### src/sed_consts.svh
// Constants of the serial EEPROM instruction decoder: opcodes, status bits,
// address fields and protection bounds. Included by the decoder file only.
`ifndef SED_CONSTS_SVH
`define SED_CONSTS_SVH

`define SED_OP_SET_WE   8'h06
`define SED_OP_CLR_WE   8'h04
`define SED_OP_STAT_RD  8'h05
`define SED_OP_STAT_WR  8'h01
`define SED_OP_ARR_RD   8'h03
`define SED_OP_ARR_WR   8'h02
`define SED_OP_ID_RD    8'h83
`define SED_OP_ID_WR    8'h82

`define SED_BIT_LAST    3'h7
`define SED_ADDR_LAST   2'h2
`define SED_SEL_BIT     10
`define SED_ARR_MSB     18
`define SED_ID_MSB      8
`define SED_ARR_PAD     5'h00
`define SED_ID_PAD      15'h0000

`define SED_NV_RESET    3'h0
`define SED_NV_SWD      2
`define SED_BP_NONE     2'h0
`define SED_BP_QUARTER  2'h1
`define SED_BP_HALF     2'h2
`define SED_QTR_BASE    19'h60000
`define SED_HALF_BASE   19'h40000
`define SED_SR_ZERO     3'h0

`endif

### src/sed_pkg.sv
// Types shared by the instruction decoder files.
// Assumes the constants header is compiled alongside.
package sed_pkg;

  typedef enum logic [2:0] {
    ST_IDLE, ST_OPCODE, ST_ADDR, ST_DATA, ST_STATUS, ST_WAIT
  } sed_state_t;

  typedef enum logic [3:0] {
    CMD_NONE, CMD_SET_WE, CMD_CLR_WE, CMD_STAT_RD, CMD_STAT_WR,
    CMD_ARR_RD, CMD_ARR_WR, CMD_ID_RD, CMD_ID_WR, CMD_LOCK_RD, CMD_LOCK
  } sed_cmd_t;

endpackage : sed_pkg

### src/sed_stream_if.sv
// Byte stream between the decoder and its write-data buffer.
// Assumes both ends run on the decoder clock.
`timescale 1ns/100ps
`default_nettype none

interface sed_stream_if;
  logic       valid;
  logic       ready;
  logic [7:0] data;
  modport src (output valid, output data, input ready);
  modport snk (input valid, input data, output ready);
endinterface : sed_stream_if

`default_nettype wire

### src/sed_sync.sv
// Two-flop synchroniser for a group of pin inputs.
// Assumes the inputs are asynchronous to clk; reset value is a constant.
`timescale 1ns/100ps
`default_nettype none

module sed_sync #(
  parameter int         W    = 1,
  parameter logic [W-1:0] INIT = '0
) (
  input  wire logic         clk,
  input  wire logic         rst_n,
  input  wire logic [W-1:0] d,
  output logic      [W-1:0] q
);
  logic [W-1:0] meta_r;

  always_ff @(posedge clk or negedge rst_n) begin
    if (!rst_n) begin
      meta_r <= INIT;
      q      <= INIT;
    end else begin
      meta_r <= d;
      q      <= meta_r;
    end
  end
endmodule : sed_sync

`default_nettype wire

### src/sed_fifo2.sv
// Two-entry buffer for received write-data bytes.
// Assumes the sink may stall; ready drops only when both entries are held.
`timescale 1ns/100ps
`default_nettype none

module sed_fifo2 (
  input  wire logic   clk,
  input  wire logic   rst_n,
  sed_stream_if.snk   in_if,
  output logic        out_valid,
  input  wire logic   out_ready,
  output logic [7:0]  out_data
);
  logic [7:0] mem_r [2];
  logic       wptr_r;
  logic       rptr_r;
  logic [1:0] cnt_r;
  wire        push = in_if.valid & in_if.ready;
  wire        pop  = out_valid & out_ready;

  assign in_if.ready = (cnt_r != 2'h2);
  assign out_valid   = (cnt_r != 2'h0);
  assign out_data    = mem_r[rptr_r];

  always_ff @(posedge clk or negedge rst_n) begin
    if (!rst_n) begin
      mem_r[0] <= 8'h00;
      mem_r[1] <= 8'h00;
      wptr_r   <= 1'b0;
      rptr_r   <= 1'b0;
      cnt_r    <= 2'h0;
    end else begin
      if (push) begin
        mem_r[wptr_r] <= in_if.data;
        wptr_r        <= ~wptr_r;
      end
      if (pop) rptr_r <= ~rptr_r;
      cnt_r <= cnt_r + {1'b0, push} - {1'b0, pop};
    end
  end
endmodule : sed_fifo2

`default_nettype wire

### src/sed_decoder.sv
// Instruction decoder and status/protection logic of a serial EEPROM.
// Assumes pins arrive asynchronously and are oversampled by clk; the memory
// core performs the self-timed write and array reads and answers wr_done.
`timescale 1ns/100ps
`default_nettype none
`include "sed_consts.svh"

module sed_decoder (
  input  wire logic              clk,
  input  wire logic              rst_n,
  input  wire logic              cs_n,
  input  wire logic              sck,
  input  wire logic              si,
  input  wire logic              wp_n,
  output logic                   so,
  output logic                   so_oe,
  output logic                   rd_req,
  output sed_pkg::sed_cmd_t      rd_kind,
  output logic [23:0]            rd_addr,
  output logic                   wr_start,
  output sed_pkg::sed_cmd_t      wr_kind,
  output logic [23:0]            wr_addr,
  output logic                   wr_abort,
  input  wire logic              wr_done,
  output logic                   wd_valid,
  input  wire logic              wd_ready,
  output logic [7:0]             wd_data,
  output logic [7:0]             status_byte,
  output logic                   hw_protected,
  output logic                   rx_overrun
);

  ////////////////////////////////////////////////////////////////////////////
  // Reset release and pin synchronisers.

  logic [1:0] rst_sh_r;
  wire        rst_ok_n = rst_sh_r[1];

  always_ff @(posedge clk or negedge rst_n) begin
    if (!rst_n) rst_sh_r <= 2'b00;
    else        rst_sh_r <= {rst_sh_r[0], 1'b1};
  end

  logic cs_s;
  logic sck_s;
  logic si_s;
  logic wp_s;

  sed_sync #(.W(4), .INIT(4'h9)) u_sync (
    .clk   (clk),
    .rst_n (rst_ok_n),
    .d     ({cs_n, sck, si, wp_n}),
    .q     ({cs_s, sck_s, si_s, wp_s})
  );

  ////////////////////////////////////////////////////////////////////////////
  // Functions.

  function automatic sed_pkg::sed_cmd_t dec_op(input logic [7:0] b);
    if      (b == `SED_OP_SET_WE)  dec_op = sed_pkg::CMD_SET_WE;
    else if (b == `SED_OP_CLR_WE)  dec_op = sed_pkg::CMD_CLR_WE;
    else if (b == `SED_OP_STAT_RD) dec_op = sed_pkg::CMD_STAT_RD;
    else if (b == `SED_OP_STAT_WR) dec_op = sed_pkg::CMD_STAT_WR;
    else if (b == `SED_OP_ARR_RD)  dec_op = sed_pkg::CMD_ARR_RD;
    else if (b == `SED_OP_ARR_WR)  dec_op = sed_pkg::CMD_ARR_WR;
    else if (b == `SED_OP_ID_RD)   dec_op = sed_pkg::CMD_ID_RD;
    else if (b == `SED_OP_ID_WR)   dec_op = sed_pkg::CMD_ID_WR;
    else                           dec_op = sed_pkg::CMD_NONE;
  endfunction : dec_op

  // Keeps only the address bits that the command uses.
  function automatic logic [23:0] mask_addr(input sed_pkg::sed_cmd_t k,
                                            input logic [23:0] a);
    if (k == sed_pkg::CMD_ARR_RD || k == sed_pkg::CMD_ARR_WR)
      mask_addr = {`SED_ARR_PAD, a[`SED_ARR_MSB:0]};
    else
      mask_addr = {`SED_ID_PAD, a[`SED_ID_MSB:0]};
  endfunction : mask_addr

  ////////////////////////////////////////////////////////////////////////////
  // Edge detection and frame tracking.

  logic sck_q;
  logic cs_q;
  logic armed_r;
  logic selected_r;

  wire sck_rise = sck_s & ~sck_q;
  wire sck_fall = ~sck_s & sck_q;
  wire cs_fall  = ~cs_s & cs_q & armed_r;
  wire cs_rise  = cs_s & ~cs_q & selected_r;

  always_ff @(posedge clk or negedge rst_ok_n) begin
    if (!rst_ok_n) begin
      sck_q      <= 1'b0;
      cs_q       <= 1'b1;
      armed_r    <= 1'b0;
      selected_r <= 1'b0;
    end else begin
      sck_q      <= sck_s;
      cs_q       <= cs_s;
      // Select needs a high level seen first, but the synchroniser resets cs_s high,
      // so a low pin at power-up can still start a frame.
      if (cs_s) armed_r <= 1'b1;
      if (cs_fall)      selected_r <= 1'b1;
      else if (cs_rise) selected_r <= 1'b0;
    end
  end

  ////////////////////////////////////////////////////////////////////////////
  // Serial input shifting.

  sed_pkg::sed_state_t state_r;
  sed_pkg::sed_state_t state_nxt;
  sed_pkg::sed_cmd_t   cmd_r;
  logic [6:0]          shift_r;
  logic [2:0]          bit_cnt_r;
  logic [1:0]          byte_cnt_r;
  logic [23:0]         addr_r;
  logic                boundary_r;
  logic                late_r;
  logic                data_seen_r;
  logic                pushed_r;
  logic [2:0]          sr_new_r;
  logic                wel_r;
  logic                wip_r;
  logic [2:0]          nv_r;
  sed_pkg::sed_cmd_t   run_kind_r;

  wire       live     = selected_r & ~cs_rise;
  wire       rise_in  = sck_rise & live;
  wire [7:0] byte_in  = {shift_r, si_s};
  wire       byte_end = rise_in & (bit_cnt_r == `SED_BIT_LAST);
  wire [23:0] addr_in = {addr_r[15:0], byte_in};

  ////////////////////////////////////////////////////////////////////////////
  // Decode.

  wire sed_pkg::sed_cmd_t op_cmd = dec_op(byte_in);
  // During a write cycle only the status read is decoded.
  wire op_drop = (op_cmd == sed_pkg::CMD_NONE) |
                 (wip_r & (op_cmd != sed_pkg::CMD_STAT_RD));
  wire op_latch = (op_cmd == sed_pkg::CMD_SET_WE) |
                  (op_cmd == sed_pkg::CMD_CLR_WE);

  wire sed_pkg::sed_state_t op_state =
    op_drop                              ? sed_pkg::ST_WAIT   :
    op_latch                             ? sed_pkg::ST_WAIT   :
    (op_cmd == sed_pkg::CMD_STAT_RD)     ? sed_pkg::ST_STATUS :
    (op_cmd == sed_pkg::CMD_STAT_WR)     ? sed_pkg::ST_DATA   :
                                           sed_pkg::ST_ADDR;

  // Opcodes 83h/82h are resolved by address bit 10.
  wire sel_lock = addr_in[`SED_SEL_BIT];
  wire sed_pkg::sed_cmd_t addr_cmd =
    (cmd_r == sed_pkg::CMD_ID_RD && sel_lock) ? sed_pkg::CMD_LOCK_RD :
    (cmd_r == sed_pkg::CMD_ID_WR && sel_lock) ? sed_pkg::CMD_LOCK    :
                                                cmd_r;
  wire addr_is_rd = (addr_cmd == sed_pkg::CMD_ARR_RD) |
                    (addr_cmd == sed_pkg::CMD_ID_RD)  |
                    (addr_cmd == sed_pkg::CMD_LOCK_RD);
  wire addr_last  = byte_end & (state_r == sed_pkg::ST_ADDR) &
                    (byte_cnt_r == `SED_ADDR_LAST);

  always_comb begin
    state_nxt = state_r;
    if (cs_rise) begin
      state_nxt = sed_pkg::ST_IDLE;
    end else if (cs_fall) begin
      state_nxt = sed_pkg::ST_OPCODE;
    end else if (byte_end) begin
      case (state_r)
        sed_pkg::ST_OPCODE: state_nxt = op_state;
        sed_pkg::ST_ADDR: begin
          if (byte_cnt_r == `SED_ADDR_LAST)
            state_nxt = addr_is_rd ? sed_pkg::ST_WAIT : sed_pkg::ST_DATA;
        end
        default: state_nxt = state_r;
      endcase
    end
  end

  ////////////////////////////////////////////////////////////////////////////
  // Protection.

  wire [1:0] bp = nv_r[1:0];
  wire [18:0] arr_a = addr_r[`SED_ARR_MSB:0];
  wire prot_hit =
    (bp == `SED_BP_NONE)    ? 1'b0 :
    (bp == `SED_BP_QUARTER) ? (arr_a >= `SED_QTR_BASE) :
    (bp == `SED_BP_HALF)    ? (arr_a >= `SED_HALF_BASE) :
                              1'b1;
  assign hw_protected = nv_r[`SED_NV_SWD] & ~wp_s;

  ////////////////////////////////////////////////////////////////////////////
  // End-of-frame execution.

  // Only whole bytes with no clock after the last one count.
  wire clean    = boundary_r & ~late_r;
  wire in_wait  = (state_r == sed_pkg::ST_WAIT);
  wire in_data  = (state_r == sed_pkg::ST_DATA);
  wire do_set   = cs_rise & in_wait & clean &
                  (cmd_r == sed_pkg::CMD_SET_WE);
  wire do_clr   = cs_rise & in_wait & clean &
                  (cmd_r == sed_pkg::CMD_CLR_WE);
  wire wr_ok    =
    ((cmd_r == sed_pkg::CMD_STAT_WR) & ~hw_protected) |
    ((cmd_r == sed_pkg::CMD_ARR_WR) & ~prot_hit) |
    (cmd_r == sed_pkg::CMD_ID_WR) | (cmd_r == sed_pkg::CMD_LOCK);
  wire do_write = cs_rise & in_data & clean & data_seen_r & wel_r &
                  wr_ok;
  wire push_ok  = byte_end & in_data & wel_r &
                  (cmd_r != sed_pkg::CMD_STAT_WR);

  sed_stream_if wd_if ();
  assign wd_if.valid = push_ok;
  assign wd_if.data  = byte_in;

  always_ff @(posedge clk or negedge rst_ok_n) begin
    if (!rst_ok_n) begin
      state_r     <= sed_pkg::ST_IDLE;
      cmd_r       <= sed_pkg::CMD_NONE;
      shift_r     <= 7'h00;
      bit_cnt_r   <= 3'h0;
      byte_cnt_r  <= 2'h0;
      addr_r      <= 24'h000000;
      boundary_r  <= 1'b0;
      late_r      <= 1'b0;
      data_seen_r <= 1'b0;
      pushed_r    <= 1'b0;
      sr_new_r    <= `SED_NV_RESET;
      rx_overrun  <= 1'b0;
    end else begin
      state_r <= state_nxt;
      if (cs_fall) begin
        cmd_r       <= sed_pkg::CMD_NONE;
        bit_cnt_r   <= 3'h0;
        byte_cnt_r  <= 2'h0;
        boundary_r  <= 1'b0;
        late_r      <= 1'b0;
        data_seen_r <= 1'b0;
        pushed_r    <= 1'b0;
      end else if (rise_in) begin
        shift_r    <= byte_in[6:0];
        bit_cnt_r  <= bit_cnt_r + 3'h1;
        boundary_r <= (bit_cnt_r == `SED_BIT_LAST);
        if (in_wait) late_r <= 1'b1;
      end
      if (byte_end && state_r == sed_pkg::ST_OPCODE)
        cmd_r <= op_drop ? sed_pkg::CMD_NONE : op_cmd;
      if (byte_end && state_r == sed_pkg::ST_ADDR) begin
        addr_r     <= addr_in;
        byte_cnt_r <= byte_cnt_r + 2'h1;
        if (byte_cnt_r == `SED_ADDR_LAST) cmd_r <= addr_cmd;
      end
      if (byte_end && in_data) begin
        data_seen_r <= 1'b1;
        if (cmd_r == sed_pkg::CMD_STAT_WR)
          sr_new_r <= {byte_in[7], byte_in[3:2]};
      end
      if (push_ok) pushed_r <= 1'b1;
      // Sticky until the next frame; a lost byte is a master fault.
      if (push_ok && !wd_if.ready) rx_overrun <= 1'b1;
      else if (cs_fall)            rx_overrun <= 1'b0;
    end
  end

  ////////////////////////////////////////////////////////////////////////////
  // Latch, busy flag and non-volatile bits.

  always_ff @(posedge clk or negedge rst_ok_n) begin
    if (!rst_ok_n) begin
      wel_r      <= 1'b0;
      wip_r      <= 1'b0;
      nv_r       <= `SED_NV_RESET;
      run_kind_r <= sed_pkg::CMD_NONE;
    end else begin
      if (do_set)                         wel_r <= 1'b1;
      else if (do_clr || (wip_r && wr_done)) wel_r <= 1'b0;
      if (do_write) begin
        wip_r      <= 1'b1;
        run_kind_r <= cmd_r;
      end else if (wr_done) begin
        wip_r <= 1'b0;
        if (wip_r && run_kind_r == sed_pkg::CMD_STAT_WR)
          nv_r <= sr_new_r;
      end
    end
  end

  assign status_byte = {nv_r[`SED_NV_SWD], `SED_SR_ZERO, nv_r[1:0],
                        wel_r, wip_r};

  ////////////////////////////////////////////////////////////////////////////
  // Status shift-out and command outputs.

  logic [7:0] so_sh_r;
  logic [2:0] so_cnt_r;
  wire        stat_go = byte_end & (state_r == sed_pkg::ST_OPCODE) &
                        (op_state == sed_pkg::ST_STATUS);

  always_ff @(posedge clk or negedge rst_ok_n) begin
    if (!rst_ok_n) begin
      so_sh_r  <= 8'h00;
      so_cnt_r <= 3'h0;
      so       <= 1'b0;
    end else if (stat_go) begin
      so_sh_r  <= status_byte;
      so_cnt_r <= 3'h0;
    end else if (sck_fall && live && state_r == sed_pkg::ST_STATUS) begin
      so       <= so_sh_r[7];
      so_cnt_r <= so_cnt_r + 3'h1;
      // Reload with the current value so polling sees the busy flag fall.
      so_sh_r  <= (so_cnt_r == `SED_BIT_LAST) ? status_byte
                                              : {so_sh_r[6:0], 1'b0};
    end
  end

  assign so_oe = live & (state_r == sed_pkg::ST_STATUS);

  always_ff @(posedge clk or negedge rst_ok_n) begin
    if (!rst_ok_n) begin
      rd_req   <= 1'b0;
      rd_kind  <= sed_pkg::CMD_NONE;
      rd_addr  <= 24'h000000;
      wr_start <= 1'b0;
      wr_kind  <= sed_pkg::CMD_NONE;
      wr_addr  <= 24'h000000;
      wr_abort <= 1'b0;
    end else begin
      rd_req   <= addr_last & addr_is_rd;
      wr_start <= do_write;
      wr_abort <= cs_rise & pushed_r & ~do_write;
      if (addr_last && addr_is_rd) begin
        rd_kind <= addr_cmd;
        rd_addr <= mask_addr(addr_cmd, addr_in);
      end
      if (do_write) begin
        wr_kind <= cmd_r;
        wr_addr <= mask_addr(cmd_r, addr_r);
      end
    end
  end

  ////////////////////////////////////////////////////////////////////////////
  // Write-data buffer.

  sed_fifo2 u_buf (
    .clk       (clk),
    .rst_n     (rst_ok_n),
    .in_if     (wd_if),
    .out_valid (wd_valid),
    .out_ready (wd_ready),
    .out_data  (wd_data)
  );

endmodule : sed_decoder

`default_nettype wire

### config.mk
export PLATFORM = sky130hd
export DESIGN_NAME = sed_decoder
export DESIGN_NICKNAME = d
export VERILOG_FILES = /design/src/sed_pkg.sv /design/src/sed_stream_if.sv /design/src/sed_sync.sv /design/src/sed_fifo2.sv /design/src/sed_decoder.sv
export VERILOG_INCLUDE_DIRS = /design/src /design/src/src
export SDC_FILE = /design/constraint.sdc
export NUM_CORES = 1
export LEC_CHECK = 0
export BUFFER_PORTS_ARGS = -buffer_cell sky130_fd_sc_hd__buf_2
export CAP_MARGIN = 20
export CORE_UTILIZATION = 45
export DETAILED_ROUTE_END_ITERATION = 16
export PLACE_DENSITY = 0.72
export SETUP_SLACK_MARGIN = 0.15
export SLEW_MARGIN = 10
export SYNTH_ARGS = -nofsm -noshare
export SYNTH_HDL_FRONTEND = slang
export SYNTH_SLANG_ARGS = --single-unit
### constraint.sdc
create_clock -name clk -period 5.5 [get_ports clk]
set_input_delay 0.825 -clock clk [delete_from_list [all_inputs] [get_ports clk]]
set_output_delay 0.825 -clock clk [all_outputs]
set_load 0.01 [all_outputs]
==> flow_summary.yaml <==
run_status:
  status: "completed"
global_route:
  grt_pass1_vias: 4267
  antenna_found_initial: 0
  use_met3_pct: 5.28
  gr-usage-met2_pct: 31.3
  grt_max_degree: 84
  grt_pass1_wl_microns: 21800
  gr-usage-all-layers_pct: 19.7
  use_met1_pct: 26.2
  busiest_layer: "met2"
  grt_overflow: 0
sta:
  fin_ws_ns: 2.67
  worst_pin_slew_ns: 0.914
  final.min_clock_period_ns: 2.83
  fin_worst_skew_ns: 0.00634
  period_share_pct: 51.4
  final-hold-violation-count: 0
  timing.fmax_mhz: 354
  setup_tns_ns: 0
  holdWs_ns: 0.184
  rsz0062_at_grt: "false"
  setup_viol_count_final: 0
  slew_headroom_pct: 38.9
  finalMaxSlewViolations: 0
floorplan:
  dieArea_sq_um: 14600
  start_util_pct: 46.9
  fp-row-count: 42
  coreArea_sq_um: 13500
  die_h_microns: 121
  ioPinCount: 88
  die_w_microns: 121
power:
  pwr-share-comb_pct: 7.5
  switching_share_pct: 23.2
  ir_drop_mv: 0.199
  p_sw_mw: 0.577
  clockPowerShare_pct: 44.4
  p_leak_nw: 3.65
  p_int_mw: 1.91
  p_seq_share_pct: 48.1
  power_mw: 2.48
  power_density_nw_per_um2: 337
worst_setup_path:
  cp-endpoint: "rd_kind[1]"
  r2r_cells: 7
  cp-startpoint: "bit_cnt_r[0]"
  crit_type: "flip-flop to flip-flop"
  worst_r2r_startpoint: "bit_cnt_r[0]"
  required_ns: 5.80
  start_kind: "flip-flop"
  crit_arrival_ns: 3.12
  end_kind: "flip-flop"
  rrSetupSlack_ns: 2.67
  r2r_end: "rd_kind[1]"
  crit_path_max_fanout: 34
final_layout:
  nets: 627
  num_antenna_cells: 0
  area_delta_synth_final_pct: 16.3
  fill_cells: 1136
  drive_gt1_share_pct: 31.8
  final_util_pct: 54.6
  multi_input_area_sq_um: 2430
  regArea_sq_um: 3660
placement:
  io_buffers: 74
  dp_hpwl_microns: 8810
  place_ws_ns: 2.53
  gp_congestion: 0.927
synthesis:
  synth_edf_count: 0
  seq_area_frac_synth_pct: 57.7
  async_reset_ff_share_pct: 100
  syn_inst: 545
  syn_area_sq_um: 6340
  synth_flop_cell: "dfrtp_1"
  ys_types: 58
  ys_ff_latch: 146
  ys_warn_count: 0
  avgSynthCellArea_sq_um: 11.6
detailed_routing:
  vias: 4212
  drcViolationCount: 0
  ant_nets: 0
  wl_per_cell_microns: 16.3
  first_pass_iters: 4
  drt_wl_total_microns: 13000
  viasPerCell: 5.28
  drtIter0Drc: 295
clock_network:
  clk_pin_slew_ns: 0.05
  clkLatencyLatePin_ns: 0.41
  cts.sink_count: 146
  cts_buffer_depth: 2
  cts_setup_buffers: 0
  cts_htree_levels: 4
  cts-buffers-inserted: 17
  cts_tree: "yes"
  holdBufCountCts: 0
  post_cts_resized: 0
  root_buffer: "clkbuf_16"
flow_run:
  maxCapViolCount: 0
min_path:
  hp-class: "input pin to async pin"
-- power by group through the flow --
stage               Combinational (mW)  Clock, mW  Sequential [mW]
floorplan                        0.177          0             1.17
global placement                 0.170          0             1.22
detailed placement               0.177          0             1.22
CTS                              0.179       1.13             1.21
global route                     0.211       1.17             1.21
finish                           0.187       1.10             1.19
-- routing by layer --
layer,vias to the layer above,part of all wire [%]
met5,-,0
met4,0,1.3
met3,14,4.5
met2,104,48
met1,2110,46
li1,1984,-
-- critical path, cell delays in order, from the launching register on --
cell	delay, ns
dfrtp_1	0.37
ha_1	0.16
ha_1	0.23
nand4bb_4	0.13
or3_1	0.42
or3_2	0.83
inv_1	0.22
mux2_2	0.36
-- placed cells by master (no fill, tap or decap), types with 2 or more instances in the layout --
master	count
nand4_1	5
and2_1	3
o2111ai_1	2
a21oi_1	17
dfrtp_1	140
clkbuf_16	17
clkinv_2	4
buf_4	4
buf_2	74
nand2_1	75
mux2i_1	3
ha_1	7
nor3b_1	5
nand2b_1	9
and3_1	3
nor3_1	9
nor2_1	19
or3_1	4
nand3_1	4
or2_2	4
clkbuf_1	2
o21ai_0	40
bufinv_16	2
nand3b_1	3
inv_1	17
a31oi_1	2
o22a_1	4
xor2_1	2
clkbuf_8	4
nor2b_1	11
mux2_4	6
mux2_2	68
xnor2_1	5
dfstp_2	5
conb_1	14
-- synthesized netlist by cell type, types with 2 or more instances --
cell | n | area [sq um]
o2111ai_1 | 2 | 17.5
a31oi_1 | 2 | 12.5
nor3b_1 | 5 | 37.5
ha_1 | 7 | 87.6
nand2_1 | 75 | 282
nor3_1 | 10 | 50.1
buf_2 | 7 | 35.0
or2_2 | 4 | 25.0
mux2i_1 | 3 | 30.0
nand4_1 | 5 | 31.3
buf_4 | 15 | 113
o22a_1 | 4 | 35.0
nand3b_1 | 3 | 22.5
mux2_2 | 68 | 766
nor2_1 | 19 | 71.3
nand3_1 | 4 | 20.0
xnor2_1 | 5 | 43.8
a21oi_1 | 17 | 85.1
nand2b_1 | 9 | 56.3
inv_1 | 17 | 63.8
dfstp_2 | 5 | 131
nor2b_1 | 11 | 68.8
conb_1 | 2 | 7.51
xor2_1 | 2 | 17.5
and2_1 | 3 | 18.8
or3_1 | 5 | 31.3
and3_1 | 3 | 18.8
mux2_4 | 6 | 90.1
dfrtp_1 | 141 | 3530
clkbuf_1 | 19 | 71.3
o21ai_0 | 40 | 200
-- registers in the layout, summed over array words and instances, names as in the netlist, 7 cells and up --
signal / flops
wr_addr: 19
rd_addr: 19
addr_r: 19
shift_r: 7
so_sh_r: 8
u_buf.mem_r: 16
-- final cells by class --
cell class | instances | area share (%)
Sequential cell | 146 | 49.7
Multi-Input combinational cell | 351 | 33.0
Clock buffer | 23 | 6.62
Timing Repair Buffer | 79 | 5.80
Tap cell | 176 | 2.99
Clock inverter | 6 | 1.09
Inverter | 17 | 0.865
-- how the worst min path moves through the flow --
stage	slack (ns)	endpoint	depth (start not counted)	from
final	0.18	rst_sh_r[1]	1	rst_n
after global routing	0.17	rst_sh_r[1]	1	rst_n
after CTS	0.17	rst_sh_r[1]	1	rst_n
after detailed placement	0.34	u_sync.q[1]	0	u_sync.meta_r[1]
after global placement	0.33	u_sync.q[1]	0	u_sync.meta_r[1]
after floorplan	0.33	rst_sh_r[1]	0	rst_sh_r[0]
-- through the flow --
stage | instance area, sq um | std cells
floorplan | 6380 | 557
global placement | 6780 | 768
detailed placement | 6780 | 768
CTS | 7340 | 797
global route | 7370 | 798
finish | 7370 | 798
-- kinds of logic after synthesis --
logic type / share of synthesized area (%)
buf+inv: 4.72
simple gates: 13.0
fa+ha+maj: 1.38
other cells: 0.119
flops: 57.7
xor+xnor: 0.967
mux: 14.0
compound gates: 8.13
No activity file was read; power rests on OpenSTA's default activity.
